## src/core/compare_match_consts.svh

```systemverilog
// constants for the compare match unit: offsets, fields, mode codes
`ifndef COMPARE_MATCH_CONSTS_SVH
`define COMPARE_MATCH_CONSTS_SVH

// ==========================================
// register byte addresses
`define OFS_IRQ_FLAGS      8'h00
`define OFS_IRQ_ENABLES    8'h04
`define OFS_IRQ_PRIORITIES 8'h08
`define OFS_TA_COUNT_LOW   8'h0C
`define OFS_TA_COUNT_HIGH  8'h10
`define OFS_TA_CONTROL     8'h14
`define OFS_TB_COUNT_HIGH  8'h18
`define OFS_TB_COUNT_LOW   8'h1C
`define OFS_TB_CONTROL     8'h20
`define OFS_U1_VALUE_LOW   8'h24
`define OFS_U1_VALUE_HIGH  8'h28
`define OFS_U1_CONTROL     8'h2C
`define OFS_U2_VALUE_LOW   8'h30
`define OFS_U2_VALUE_HIGH  8'h34
`define OFS_U2_CONTROL     8'h38
`define OFS_MOD_PERIOD     8'h3C
`define OFS_MOD_COUNT      8'h40
`define OFS_MOD_CONTROL    8'h44

// ==========================================
// field positions
`define BIT_U1_IRQ         1
`define BIT_U2_IRQ         2
`define IRQ_IMPL_MASK      8'h06
`define BIT_TIMER_ON       0
`define BIT_SEL_HI         6
`define BIT_SEL_LO         3
`define CTL_IMPL_MASK      8'h3F
`define BIT_MOD_ON         0

// ==========================================
// mode field codes and reset values
`define MODE_OFF           4'h0
`define MODE_TOGGLE        4'h2
`define MODE_SET_HIGH      4'h8
`define MODE_SET_LOW       4'h9
`define MODE_SW_IRQ        4'hA
`define MODE_SPECIAL       4'hB
`define RST_BYTE           8'h00
`define RST_PERIOD         8'hFF
`define SUB_LAST           2'h3

`endif

```

## src/core/compare_match_pkg.sv

```systemverilog
// types shared by the compare match unit
`default_nettype none
package compare_match_pkg;
	`include "compare_match_consts.svh"

	// the mode field of a unit control register
	typedef enum logic [3:0] {
		MODE_OFF_E      = `MODE_OFF,
		MODE_TOGGLE_E   = `MODE_TOGGLE,
		MODE_SET_HIGH_E = `MODE_SET_HIGH,
		MODE_SET_LOW_E  = `MODE_SET_LOW,
		MODE_SW_IRQ_E   = `MODE_SW_IRQ,
		MODE_SPECIAL_E  = `MODE_SPECIAL
	} mode_t;

	typedef logic [7:0]  byte_t;
	typedef logic [15:0] count_t;
endpackage : compare_match_pkg
`default_nettype wire

```

## src/core/compare_match_unit.sv

```systemverilog
// two compare units with special event trigger and a 10-bit modulator on unit two
`default_nettype none
`include "compare_match_consts.svh"

module compare_match_unit (
	input  wire logic                     ref_clk_in,
	input  wire logic                     rstn_in,
	input  wire logic [7:0]               paddr_in,
	input  wire logic                     psel_in,
	input  wire logic                     penable_in,
	input  wire logic                     pwrite_in,
	input  wire logic [31:0]              pwdata_in,
	output logic      [31:0]              prdata_out,
	output logic                          pready_out,
	output logic                          pslverr_out,
	input  wire logic [1:0]               gpio_latch_in,
	input  wire logic                     adc_enabled_in,
	output logic                          adc_start_out,
	output logic      [1:0]               match_pin_out,
	output logic      [1:0]               special_trigger_out,
	output logic                          irq_out
);
	import compare_match_pkg::*;

	// ==========================================
	// apb decode
	// every access is answered in its first access cycle
	wire logic   acc       = psel_in & penable_in;
	wire logic   wr        = acc & pwrite_in;
	wire byte_t  wd        = pwdata_in[7:0];
	wire logic   wr_flags  = wr & (paddr_in == `OFS_IRQ_FLAGS);
	wire logic   wr_ena    = wr & (paddr_in == `OFS_IRQ_ENABLES);
	wire logic   wr_pri    = wr & (paddr_in == `OFS_IRQ_PRIORITIES);
	wire logic   wr_mper   = wr & (paddr_in == `OFS_MOD_PERIOD);
	wire logic   wr_mcnt   = wr & (paddr_in == `OFS_MOD_COUNT);
	wire logic   wr_mctl   = wr & (paddr_in == `OFS_MOD_CONTROL);
	logic [1:0]  wr_tlo;
	logic [1:0]  wr_thi;
	logic [1:0]  wr_tctl;
	logic [1:0]  wr_vlo;
	logic [1:0]  wr_vhi;
	logic [1:0]  wr_uctl;
	assign wr_tlo  = {wr & (paddr_in == `OFS_TB_COUNT_LOW),  wr & (paddr_in == `OFS_TA_COUNT_LOW)};
	assign wr_thi  = {wr & (paddr_in == `OFS_TB_COUNT_HIGH), wr & (paddr_in == `OFS_TA_COUNT_HIGH)};
	assign wr_tctl = {wr & (paddr_in == `OFS_TB_CONTROL),    wr & (paddr_in == `OFS_TA_CONTROL)};
	assign wr_vlo  = {wr & (paddr_in == `OFS_U2_VALUE_LOW),  wr & (paddr_in == `OFS_U1_VALUE_LOW)};
	assign wr_vhi  = {wr & (paddr_in == `OFS_U2_VALUE_HIGH), wr & (paddr_in == `OFS_U1_VALUE_HIGH)};
	assign wr_uctl = {wr & (paddr_in == `OFS_U2_CONTROL),    wr & (paddr_in == `OFS_U1_CONTROL)};

	// ==========================================
	// state
	byte_t       flags;
	byte_t       enables;
	byte_t       priorities;
	count_t      cnt   [2];
	byte_t       tctl  [2];
	byte_t       vlo   [2];
	byte_t       vhi   [2];
	byte_t       uctl  [2];
	logic [1:0]  cmp_latch;
	logic [1:0]  eq_q;
	logic [1:0]  match;
	logic [1:0]  sev;
	logic [1:0]  sel;
	logic [1:0]  drives;
	byte_t       mod_period;
	byte_t       mod_count;
	byte_t       mod_ctl;
	logic [1:0]  sub;
	logic [9:0]  duty_shadow;
	logic        pwm_pin;

	// ==========================================
	// time base selection
	// select bits choose time base
	assign sel[0] = tctl[1][`BIT_SEL_HI];
	assign sel[1] = tctl[1][`BIT_SEL_HI] | tctl[1][`BIT_SEL_LO];

	// ==========================================
	// the two timers
	genvar t;
	generate
		for (t = 0; t < 2; t++) begin : g_timer
			wire logic clr = (sev[0] & (sel[0] == 1'(t))) | (sev[1] & (sel[1] == 1'(t)));
			// trigger wins over a same-cycle software write to the count
			always_ff @(posedge ref_clk_in or negedge rstn_in) begin
				if (!rstn_in) begin
					cnt[t] <= 16'h0000;
				end else if (clr) begin
					cnt[t] <= 16'h0000;
				end else if (wr_tlo[t]) begin
					cnt[t][7:0] <= wd;
				end else if (wr_thi[t]) begin
					cnt[t][15:8] <= wd;
				end else if (tctl[t][`BIT_TIMER_ON]) begin
					cnt[t] <= cnt[t] + 16'h0001;
				end
			end
			always_ff @(posedge ref_clk_in or negedge rstn_in) begin
				if (!rstn_in) begin
					tctl[t] <= `RST_BYTE;
				end else if (wr_tctl[t]) begin
					tctl[t] <= wd;
				end
			end
		end
	endgenerate

	// ==========================================
	// the two compare units
	genvar u;
	generate
		for (u = 0; u < 2; u++) begin : g_unit
			wire mode_t  mode  = mode_t'(uctl[u][3:0]);
			wire count_t base  = sel[u] ? cnt[1] : cnt[0];
			wire logic   eq    = (base == {vhi[u], vlo[u]});
			wire logic   pwm   = (u == 1) && (uctl[u][3:2] == 2'b11);
			wire logic   cmpm  = (mode == MODE_TOGGLE_E) || (mode == MODE_SET_HIGH_E) ||
			                     (mode == MODE_SET_LOW_E) || (mode == MODE_SW_IRQ_E) ||
			                     (mode == MODE_SPECIAL_E);
			// a match is the cycle the count reaches the value, so a stopped
			// timer resting on the value fires once, not every cycle
			assign match[u]  = cmpm & eq & ~eq_q[u];
			// trigger pulse in special mode, on both units
			assign sev[u]    = match[u] & (mode == MODE_SPECIAL_E);
			// software interrupt and trigger modes leave the pin on gpio
			assign drives[u] = (mode == MODE_TOGGLE_E) || (mode == MODE_SET_HIGH_E) ||
			                   (mode == MODE_SET_LOW_E) || pwm;
			always_ff @(posedge ref_clk_in or negedge rstn_in) begin
				if (!rstn_in) begin
					eq_q[u] <= 1'b0;
				end else begin
					eq_q[u] <= eq;
				end
			end
			// compare output latch
			always_ff @(posedge ref_clk_in or negedge rstn_in) begin
				if (!rstn_in) begin
					cmp_latch[u] <= 1'b0;
				end else if (wr_uctl[u] && (wd == `RST_BYTE)) begin
					cmp_latch[u] <= 1'b0;
				end else if (match[u]) begin
					case (mode)
						MODE_SET_HIGH_E: cmp_latch[u] <= 1'b1;
						MODE_SET_LOW_E:  cmp_latch[u] <= 1'b0;
						MODE_TOGGLE_E:   cmp_latch[u] <= ~cmp_latch[u];
						default:         cmp_latch[u] <= cmp_latch[u];
					endcase
				end
			end
			always_ff @(posedge ref_clk_in or negedge rstn_in) begin
				if (!rstn_in) begin
					uctl[u] <= `RST_BYTE;
					vlo[u]  <= `RST_BYTE;
				end else begin
					if (wr_uctl[u]) begin
						uctl[u] <= wd & `CTL_IMPL_MASK;
					end
					if (wr_vlo[u]) begin
						vlo[u] <= wd;
					end
				end
			end
			// high byte is read-only while modulating: it shows the latched duty
			always_ff @(posedge ref_clk_in or negedge rstn_in) begin
				if (!rstn_in) begin
					vhi[u] <= `RST_BYTE;
				end else if (pwm) begin
					vhi[u] <= duty_shadow[9:2];
				end else if (wr_vhi[u]) begin
					vhi[u] <= wd;
				end
			end
			// gpio latch passes through when the unit does not own the pin
			assign match_pin_out[u] = drives[u] ? (pwm ? pwm_pin : cmp_latch[u]) :
			                          gpio_latch_in[u];
		end
	endgenerate

	assign special_trigger_out = sev;

	// ==========================================
	// conversion start
	// unit two starts conversion if enabled
	// unit one trigger never reaches the converter
	always_ff @(posedge ref_clk_in or negedge rstn_in) begin
		if (!rstn_in) begin
			adc_start_out <= 1'b0;
		end else begin
			adc_start_out <= sev[1] & adc_enabled_in;
		end
	end

	// ==========================================
	// modulator on unit two
	// the sub counter plays the two low bits below the modulator count, giving 10 bits
	wire logic mod_run  = mod_ctl[`BIT_MOD_ON];
	wire logic pwm_mode = (uctl[1][3:2] == 2'b11);
	wire logic step     = mod_run & (sub == `SUB_LAST);
	wire logic per_end  = step & (mod_count == mod_period);
	wire logic [9:0] duty_new = {vlo[1], uctl[1][5:4]};

	always_ff @(posedge ref_clk_in or negedge rstn_in) begin
		if (!rstn_in) begin
			sub <= 2'b00;
		end else if (mod_run) begin
			sub <= sub + 2'b01;
		end
	end

	always_ff @(posedge ref_clk_in or negedge rstn_in) begin
		if (!rstn_in) begin
			mod_count <= `RST_BYTE;
		end else if (wr_mcnt) begin
			mod_count <= wd;
		end else if (per_end) begin
			mod_count <= `RST_BYTE;
		end else if (step) begin
			mod_count <= mod_count + 8'h01;
		end
	end

	// duty latched at period end, double buffered for glitch-free edges
	always_ff @(posedge ref_clk_in or negedge rstn_in) begin
		if (!rstn_in) begin
			duty_shadow <= 10'h000;
		end else if (per_end) begin
			duty_shadow <= duty_new;
		end
	end

	always_ff @(posedge ref_clk_in or negedge rstn_in) begin
		if (!rstn_in) begin
			pwm_pin <= 1'b0;
		end else if ((wr_uctl[1] && (wd == `RST_BYTE)) || !pwm_mode) begin
			pwm_pin <= 1'b0;
		end else if (per_end) begin
			pwm_pin <= (duty_new != 10'h000);
		end else if (mod_run && ({mod_count, sub} == duty_shadow)) begin
			pwm_pin <= 1'b0;
		end
	end

	// ==========================================
	// interrupt status, enables, priorities
	// flag set with the pin action
	wire byte_t hw_set = ({7'h00, match[0]} << `BIT_U1_IRQ) |
	                     ({7'h00, match[1]} << `BIT_U2_IRQ);
	wire byte_t sw_clr = wr_flags ? wd : `RST_BYTE;
	// only software clears; a set in the same cycle wins
	wire byte_t next_flags = ((flags & ~sw_clr) | hw_set) & `IRQ_IMPL_MASK;

	always_ff @(posedge ref_clk_in or negedge rstn_in) begin
		if (!rstn_in) begin
			flags      <= `RST_BYTE;
			enables    <= `RST_BYTE;
			priorities <= `RST_BYTE;
		end else begin
			flags <= next_flags;
			if (wr_ena) begin
				enables <= wd & `IRQ_IMPL_MASK;
			end
			if (wr_pri) begin
				priorities <= wd & `IRQ_IMPL_MASK;
			end
		end
	end

	assign irq_out = |(flags & enables);

	// ==========================================
	// modulator registers
	always_ff @(posedge ref_clk_in or negedge rstn_in) begin
		if (!rstn_in) begin
			mod_period <= `RST_PERIOD;
			mod_ctl    <= `RST_BYTE;
		end else begin
			if (wr_mper) begin
				mod_period <= wd;
			end
			if (wr_mctl) begin
				mod_ctl <= wd;
			end
		end
	end

	// ==========================================
	// read mux
	logic  hit;
	byte_t rd;
	always_comb begin
		hit = 1'b1;
		case (paddr_in)
			`OFS_IRQ_FLAGS:      rd = flags;
			`OFS_IRQ_ENABLES:    rd = enables;
			`OFS_IRQ_PRIORITIES: rd = priorities;
			`OFS_TA_COUNT_LOW:   rd = cnt[0][7:0];
			`OFS_TA_COUNT_HIGH:  rd = cnt[0][15:8];
			`OFS_TA_CONTROL:     rd = tctl[0];
			`OFS_TB_COUNT_HIGH:  rd = cnt[1][15:8];
			`OFS_TB_COUNT_LOW:   rd = cnt[1][7:0];
			`OFS_TB_CONTROL:     rd = tctl[1];
			`OFS_U1_VALUE_LOW:   rd = vlo[0];
			`OFS_U1_VALUE_HIGH:  rd = vhi[0];
			`OFS_U1_CONTROL:     rd = uctl[0];
			`OFS_U2_VALUE_LOW:   rd = vlo[1];
			`OFS_U2_VALUE_HIGH:  rd = vhi[1];
			`OFS_U2_CONTROL:     rd = uctl[1];
			`OFS_MOD_PERIOD:     rd = mod_period;
			`OFS_MOD_COUNT:      rd = mod_count;
			`OFS_MOD_CONTROL:    rd = mod_ctl;
			default: begin
				rd  = `RST_BYTE;
				hit = 1'b0;
			end
		endcase
	end

	// zero-wait slave; read data is registered on the setup cycle
	assign pready_out  = 1'b1;
	assign pslverr_out = acc & ~hit;

	always_ff @(posedge ref_clk_in or negedge rstn_in) begin
		if (!rstn_in) begin
			prdata_out <= 32'h0000_0000;
		end else if (psel_in && !penable_in && !pwrite_in) begin
			prdata_out <= {24'h00_0000, rd};
		end
	end
endmodule : compare_match_unit
`default_nettype wire

```

## config.mk

```make
export PLATFORM = sky130hd
export DESIGN_NAME = compare_match_unit
export DESIGN_NICKNAME = d
export VERILOG_FILES = /design/src/core/compare_match_pkg.sv /design/src/core/compare_match_unit.sv
export VERILOG_INCLUDE_DIRS = /design/src /design/src/core
export SDC_FILE = /design/constraint.sdc
export NUM_CORES = 1
export LEC_CHECK = 0
export BUFFER_PORTS_ARGS = -buffer_cell sky130_fd_sc_hd__buf_2
export CORE_MARGIN = 2
export CORE_UTILIZATION = 40
export CTS_CLUSTER_SIZE = 20
export DETAILED_ROUTE_END_ITERATION = 12
export GPL_TIMING_DRIVEN = 0
export PLACE_DENSITY_LB_ADDON = 0.05
export SLEW_MARGIN = 0
export SYNTH_ARGS = -nofsm -noshare
export SYNTH_HDL_FRONTEND = slang
export SYNTH_SLANG_ARGS = --single-unit
```

## constraint.sdc

```tcl
create_clock -name ref_clk_in -period 4.8 [get_ports ref_clk_in]
set_input_delay 0 -clock ref_clk_in [delete_from_list [all_inputs] [get_ports ref_clk_in]]
set_output_delay 0 -clock ref_clk_in [all_outputs]
set_load 0.05 [all_outputs]
```

==> results.json, run 1 <==
{
  "firstDrtPassIters": 8,
  "antenna_found_initial": 0,
  "drt_iter0_markers": 934,
  "drt_wl_total_um": 34900,
  "power.net_switching_w": 0.00102,
  "grt-ovfl-total": 0,
  "nets": 1112,
  "clk_pin_slew_ns": 0.07,
  "core_sq_um": 22600,
  "ios": 88,
  "syn_area_sq_um": 9210,
  "reg2reg_from": "duty_new[4]",
  "hold_viol": 0,
  "place_ws_ns": 1.66,
  "track_usage_pct": 29.5,
  "final.setup.worst_slack_ns": 1.45,
  "p_comb_share_pct": 14.0,
  "cts_inserted_buffers": 17,
  "worstReg2RegEnd": "cnt[4]",
  "routedWlPerCell_um": 25.7,
  "skew_ns": 0.0127,
  "setup_viol": 0,
  "yosysSeqAreaShare_pct": 40.3,
  "cts_resized": 0,
  "postLayoutCoreUtil_pct": 46.6,
  "intPower_w": 0.00229,
  "r2r_cells": 8,
  "cap_violations": 0,
  "end_kind": "flop",
  "viasPerCell": 5.99,
  "postCtsSetupBuffers": 0,
  "drc_errors": 0,
  "finalCriticalPeriod_ns": 3.35,
  "layout_commonest_cell": "dfrtp_1",
  "clockPowerShare_pct": 44.7,
  "worstSetupPathType": "flop to flop",
  "synth_cells": 980,
  "yosysWarnings": 0,
  "ctsHoldBuffers": 5,
  "diodes": 0,
  "die_x_um": 156,
  "slew_violations": 0,
  "clock-sinks": 148,
  "final.setup.tns_ns": 0,
  "grt_max_degree": 84,
  "layout_worst_path_cycle_share_pct": 69.7,
  "routabilityCongestion": 1.00,
  "root_buffer": "clkbuf_16",
  "cellLeakagePower_nw": 4.66,
  "vias": 8128,
  "powerDensity_nw_per_um2": 314,
  "cp_data_arrival_time_ns": 3.67,
  "startpoint": "duty_new[4]",
  "area_growth_pct": 14.5,
  "cts_tree": "built",
  "start_util_pct": 40.7,
  "clk_path_buf_depth": 2,
  "worst_pin_slew_ns": 1.44,
  "fin_area_sq_um": 10500,
  "ys.flop_type": "dfrtp_1",
  "power_w": 0.00332,
  "drive_gt1_share_pct": 19.1,
  "rsz0062_at_grt": "no",
  "synthArstFlopShare_pct": 100,
  "die_h_um": 156,
  "ctsHtreeMaxLevel": 4,
  "grt_pass1_vias": 7943,
  "dp_hpwl_um": 24800,
  "ir_drop_v": 0.000199,
  "worstPathRequired_ns": 5.12,
  "clock_latency_ns": 0.44,
  "final_cell_mix": "dfrtp_1 (140), nand2_1 (89), nor2_1 (83)",
  "grt_pass1_wl_um": 52300,
  "synth_cell_types": 66,
  "avgSynthCellArea_sq_um": 9.40,
  "place_area_sq_um": 9840,
  "endpoint": "cnt[4]",
  "io_buffers": 31,
  "synth_seq_cells": 148,
  "status": "complete, no violations",
  "drtAntennaViolNets": 0,
  "seqPwrFrac_pct": 41.3,
  "slew_headroom_pct": 3.10,
  "synth_edf_count": 0,
  "start_kind": "flop",
  "p_sw_share_pct": 30.8,
  "rows": 55,
  "r2r_slack_ns": 1.45,
  "hp-class": "input port to flop",
  "die_area_sq_um": 24300,
  "cp_max_fo": 10,
  "clock.fmax_ghz": 0.299
}
-- cells in the mapped netlist (all sizes together), types with 20 or more instances --
master | count | area [sq um]
a21oi | 49 | 257
a22oi | 26 | 209
buf | 39 | 282
clkbuf | 61 | 229
dfrtp | 140 | 3500
inv | 20 | 75.1
mux2 | 79 | 890
mux2i | 41 | 410
nand2 | 89 | 334
nand3 | 30 | 155
nand4 | 24 | 150
nor2 | 84 | 318
nor3 | 21 | 110
o21ai | 44 | 220
xnor2 | 27 | 236
xor2 | 47 | 412
-- per-layer routing --
metal	share of wire, %	wire, um	global-route usage (%)
met2	45	15700	46.4
met4	3.4	1180	10.4
met1	45	15600	41.5
met3	7.1	2460	4.50
met5	0	0	0
-- worst max-delay path, cell delays in order, from the launching register on --
cell       delay (ns)
dfrtp_1          0.64
xor2_1           0.16
nor4_1           0.41
o2111ai_1        0.25
a2111oi_4        0.69
nand4_1          0.29
a22oi_4          0.49
buf_6            0.21
nor2_1           0.05
-- how the worst min path moves through the flow --
stage | from | end | slack (ns) | cells past startpoint
6_report | pwrite_in | prdata_out[0] | 0.04 | 4
5_1_grt | pwdata_in[3] | mod_ctl[3] | 0.02 | 2
4_1_cts | pwdata_in[5] | mod_ctl[5] | 0.008 | 2
3_5_place_dp | rstn_in | g_unit[1].mode[2] | -0.006 | 1
3_3_place_gp | adc_enabled_in | adc_start_out | 0.24 | 2
2_1_floorplan | rstn_in | adc_start_out | -0.30 | 0
-- kinds of logic after synthesis --
logic type	after synthesis	share of synthesized area, %
buffers and inverters	120	6.36
and+or+nand+nor	308	16.4
adders and majority gates	4	0.543
xor gates and xnor gates	74	7.04
muxes	120	14.1
other	2	0.0816
AOI/OAI and AO/OA	204	15.1
DFF	148	40.3
-- per-stage QoR --
| step | hold WS, ns | std cells |
|---|---|---|
| after floorplan | -0.296 | 1003 |
| after global placement | 0.241 | 1319 |
| after detailed placement | -0.00553 | 1320 |
| after CTS | 0.00815 | 1357 |
| after global routing | 0.0207 | 1358 |
| final | 0.0368 | 1358 |
-- state kept, by name, summed over array words and instances (netlist names) --
register	flops
prdata_out	8
mod_count	8
mod_ctl	8
mod_period	8
cmp_latch	2
priorities	2
duty_new	10
cnt	32
sub	2
pwm_pin	1
uctl	2
flags	2
duty_shadow	10
adc_start_out	1
vhi	16
vlo	8
tctl	15
eq_q	2
sel	1
g_unit.mode	8
enables	2
-- area by class of cell --
class	instances	area [sq um]
Buffer	100	510
Clock buffer	17	425
Clock inverter	15	213
Fill cell	2209	12100
Inverter	20	75.1
Multi-Input combinational cell	735	5000
Sequential cell	148	3710
Tap cell	285	357
Timing Repair Buffer	38	253
-- power by group through the flow --
stage	Sequential (W)	Combinational (W)	Clock, W
3_5_place_dp	0.00139	0.000455	0
4_1_cts	0.00136	0.000459	0.00150
3_3_place_gp	0.00139	0.000448	0
2_1_floorplan	0.00139	0.000281	0
5_1_grt	0.00137	0.000500	0.00154
6_report	0.00137	0.000464	0.00148
No activity file was read; power rests on OpenSTA's default activity.
==> run 2: changes to the inputs <==
--- a/config.mk
+++ b/config.mk
@@ -6,6 +6,7 @@
 export SDC_FILE = /design/constraint.sdc
 export NUM_CORES = 1
 export LEC_CHECK = 0
+export ABC_AREA = 1
 export BUFFER_PORTS_ARGS = -buffer_cell sky130_fd_sc_hd__buf_2
 export CORE_MARGIN = 2
 export CORE_UTILIZATION = 40
==> constraint.sdc (replaced) <==
create_clock -name ref_clk_in -period 3.4 [get_ports ref_clk_in]
set_input_delay 0 -clock ref_clk_in [delete_from_list [all_inputs] [get_ports ref_clk_in]]
set_output_delay 0 -clock ref_clk_in [all_outputs]
set_load 0.05 [all_outputs]
==> results.json, run 2 <==
{
  "setup_viol": 0,
  "clock_latency_ns": 0.45,
  "clk_pin_slew_ns": 0.07,
  "reg2reg_from": "sel[0]",
  "yosysWarnings": 0,
  "largest_reg_flops": 32,
  "clk_path_buf_depth": 2,
  "cap_violations": 0,
  "r2r_slack_ns": 0.76,
  "status": "complete, no violations",
  "drtAntennaViolNets": 0,
  "ios": 88,
  "synthArstFlopShare_pct": 100,
  "critical_path.max_stage_delay_ns": 0.38,
  "viasPerCell": 5.56,
  "ctsHtreeMaxLevel": 4,
  "root_buffer": "clkbuf_16",
  "final.setup.worst_slack_ns": 0.521,
  "die_h_um": 158,
  "synth_seq_cells": 148,
  "reg_top3": "cnt: 32 flops, vhi: 16 flops, tctl: 15 flops",
  "power.net_switching_w": 0.00169,
  "drt_wl_total_um": 38500,
  "cts_tree": "built",
  "powerDensity_nw_per_um2": 447,
  "firstDrtPassIters": 6,
  "dp_hpwl_um": 29300,
  "layout_worst_path_cycle_share_pct": 84.7,
  "top_register": "cnt",
  "synth_edf_count": 0,
  "synth_top_area_share_pct": 36.9,
  "layout_commonest_cell": "nand2_1",
  "fin_area_sq_um": 10900,
  "worstPathRequired_ns": 3.40,
  "synth_cell_types": 42,
  "slew_violations": 0,
  "place_area_sq_um": 10200,
  "yosys-top-cells-area": "dfrtp_1 (37%), nand2_1 (16%), o21ai_0 (8.5%)",
  "area_growth_pct": 14.6,
  "synth_cells": 1376,
  "antenna_found_initial": 0,
  "worstReg2RegEnd": "cnt[17]",
  "track_usage_pct": 32.1,
  "holdPathStages": 4,
  "die_x_um": 158,
  "clock.fmax_ghz": 0.347,
  "diodes": 0,
  "routabilityCongestion": 0.994,
  "hold-path-endpoint": "prdata_out[7]",
  "cellLeakagePower_nw": 5.20,
  "nets": 1518,
  "p_sw_share_pct": 34.7,
  "worst_pin_slew_ns": 1.13,
  "seqPwrFrac_pct": 41.5,
  "r2r_cells": 12,
  "cp_data_arrival_time_ns": 2.88,
  "die_area_sq_um": 25000,
  "hp-class": "input port to flop",
  "postLayoutCoreUtil_pct": 46.5,
  "grt_pass1_wl_um": 57800,
  "io_buffers": 38,
  "place_ws_ns": 0.661,
  "routedWlPerCell_um": 21.4,
  "start_util_pct": 40.6,
  "cts_inserted_buffers": 17,
  "drt_iter0_markers": 1143,
  "grt_max_degree": 97,
  "dp_cells": 1757,
  "worstSetupPathType": "flop to primary output",
  "end_kind": "primary output",
  "clockPowerShare_pct": 40.0,
  "grt_pass1_vias": 9245,
  "yosysSeqAreaShare_pct": 39.1,
  "avgSynthCellArea_sq_um": 6.90,
  "rsz0062_at_grt": "no",
  "postCtsSetupBuffers": 0,
  "clock-sinks": 148,
  "intPower_w": 0.00317,
  "yosys-top-cells-count": "nand2_1 (396), inv_1 (167), o21ai_0 (161)",
  "path_cells": "buf_6 > buf_2 > o21ai_0 > nand2_1 > nand4_1 > nor2_1 > nand2_1 > nor2_2 > nand3_1 > nor2_1 > buf_2",
  "final.setup.tns_ns": 0,
  "skew_ns": 0.0221,
  "start_kind": "flop",
  "min_from": "pwrite_in",
  "grt-ovfl-total": 0,
  "fin_cells": 1798,
  "vias": 10001,
  "syn_area_sq_um": 9490,
  "synth_most_common_cell": "nand2_1",
  "hold_viol": 0,
  "rows": 56,
  "drc_errors": 0,
  "slew_headroom_pct": 24.2,
  "finalCriticalPeriod_ns": 2.88,
  "cp_max_fo": 10,
  "drive_gt1_share_pct": 10.2,
  "ys.flop_type": "dfrtp_1",
  "yosys.area.top_type": "dfrtp_1",
  "ir_drop_v": 0.000256,
  "final_cell_mix": "nand2_1 (396), inv_1 (167), o21ai_0 (161)",
  "p_comb_share_pct": 18.5,
  "core_sq_um": 23400,
  "cpMaxStageDelayCell": "dfrtp_1"
}
[run 2: cell count changes after synthesis, moves of 21 or more]
| cell | change |
|---|---|
| nand2_1 | +307 |
| inv_1 | +147 |
| o21ai_0 | +117 |
| mux2_2 | -78 |
| nand3_1 | +60 |
| mux2i_1 | -41 |
| clkbuf_1 | -35 |
| o22ai_1 | +29 |
| xnor2_1 | -26 |
| xor2_1 | -26 |
| a22oi_1 | -22 |
| nor2_2 | +21 |
[run 2: cell families after synthesis]
family / after synthesis / synth area share, %
compound gates: 287 / 17.0
xor+xnor: 22 / 2.03
fa+ha+maj: 4 / 0.527
buf+inv: 236 / 11.0
flops: 148 / 39.1
mux: 1 / 0.119
other cells: 2 / 0.0791
simple gates: 676 / 30.2
[run 2: what timing repair did]
action,CTS,global route
endpoints found under the hold margin,151,0
resized for setup,0,0
hold buffers,9,0
[run 2: routing by layer]
| layer | GRT usage [%] | up-vias | share of wire (%) |
|---|---|---|---|
| met3 | 6.19 | 100 | 10 |
| met4 | 15.5 | 0 | 5.2 |
| met1 | 45.8 | 4766 | 43 |
| met2 | 46.4 | 464 | 42 |
| li1 | - | 4671 | - |
| met5 | 0 | - | 0 |
[run 2: power by group through the flow]
stage          Clock (W)  Combinational, W  Sequential, W
4_1_cts          0.00196          0.000882        0.00201
3_3_place_gp           0          0.000855        0.00204
6_report         0.00195          0.000899        0.00201
2_1_floorplan          0          0.000605        0.00197
3_5_place_dp           0          0.000870        0.00204
5_1_grt          0.00204           0.00100        0.00202
[run 2: cell type report]
class,count,area (sq um)
Fill cell,2516,12500
Multi-Input combinational cell,1015,4820
Sequential cell,148,3710
Inverter,172,646
Clock buffer,17,425
Tap cell,319,399
Buffer,64,398
Timing Repair Buffer,48,318
Clock inverter,15,160
[run 2: stage by stage]
stage / hold WS [ns] / total power (W)
final: 0.0243 / 0.00486
after global routing: 0.0627 / 0.00506
after CTS: 0.0173 / 0.00485
after detailed placement: -0.0540 / 0.00291
after global placement: 0.218 / 0.00290
after floorplan: -0.296 / 0.00258
[run 2: worst max-delay path, delay by kind of cell, from the launching register on]
family,cells,cell delay [ns]
and+or+nand+nor,7,1.16
buffers and inverters,3,0.76
DFF,1,0.38
AOI/OAI and AO/OA,1,0.14
[run 2: worst max-delay path by stage]
stage               startpoint                      to  slack [ns]  cells past startpoint
floorplan               sel[0]  special_trigger_out[0]        1.34                     11
global placement       rstn_in                 tctl[9]       -0.10                      1
detailed placement  penable_in                 vlo[10]        0.66                      8
CTS                     sel[0]  special_trigger_out[0]        0.60                     11
global route            sel[0]  special_trigger_out[0]        0.36                     11
finish                  sel[0]  special_trigger_out[0]        0.52                     11
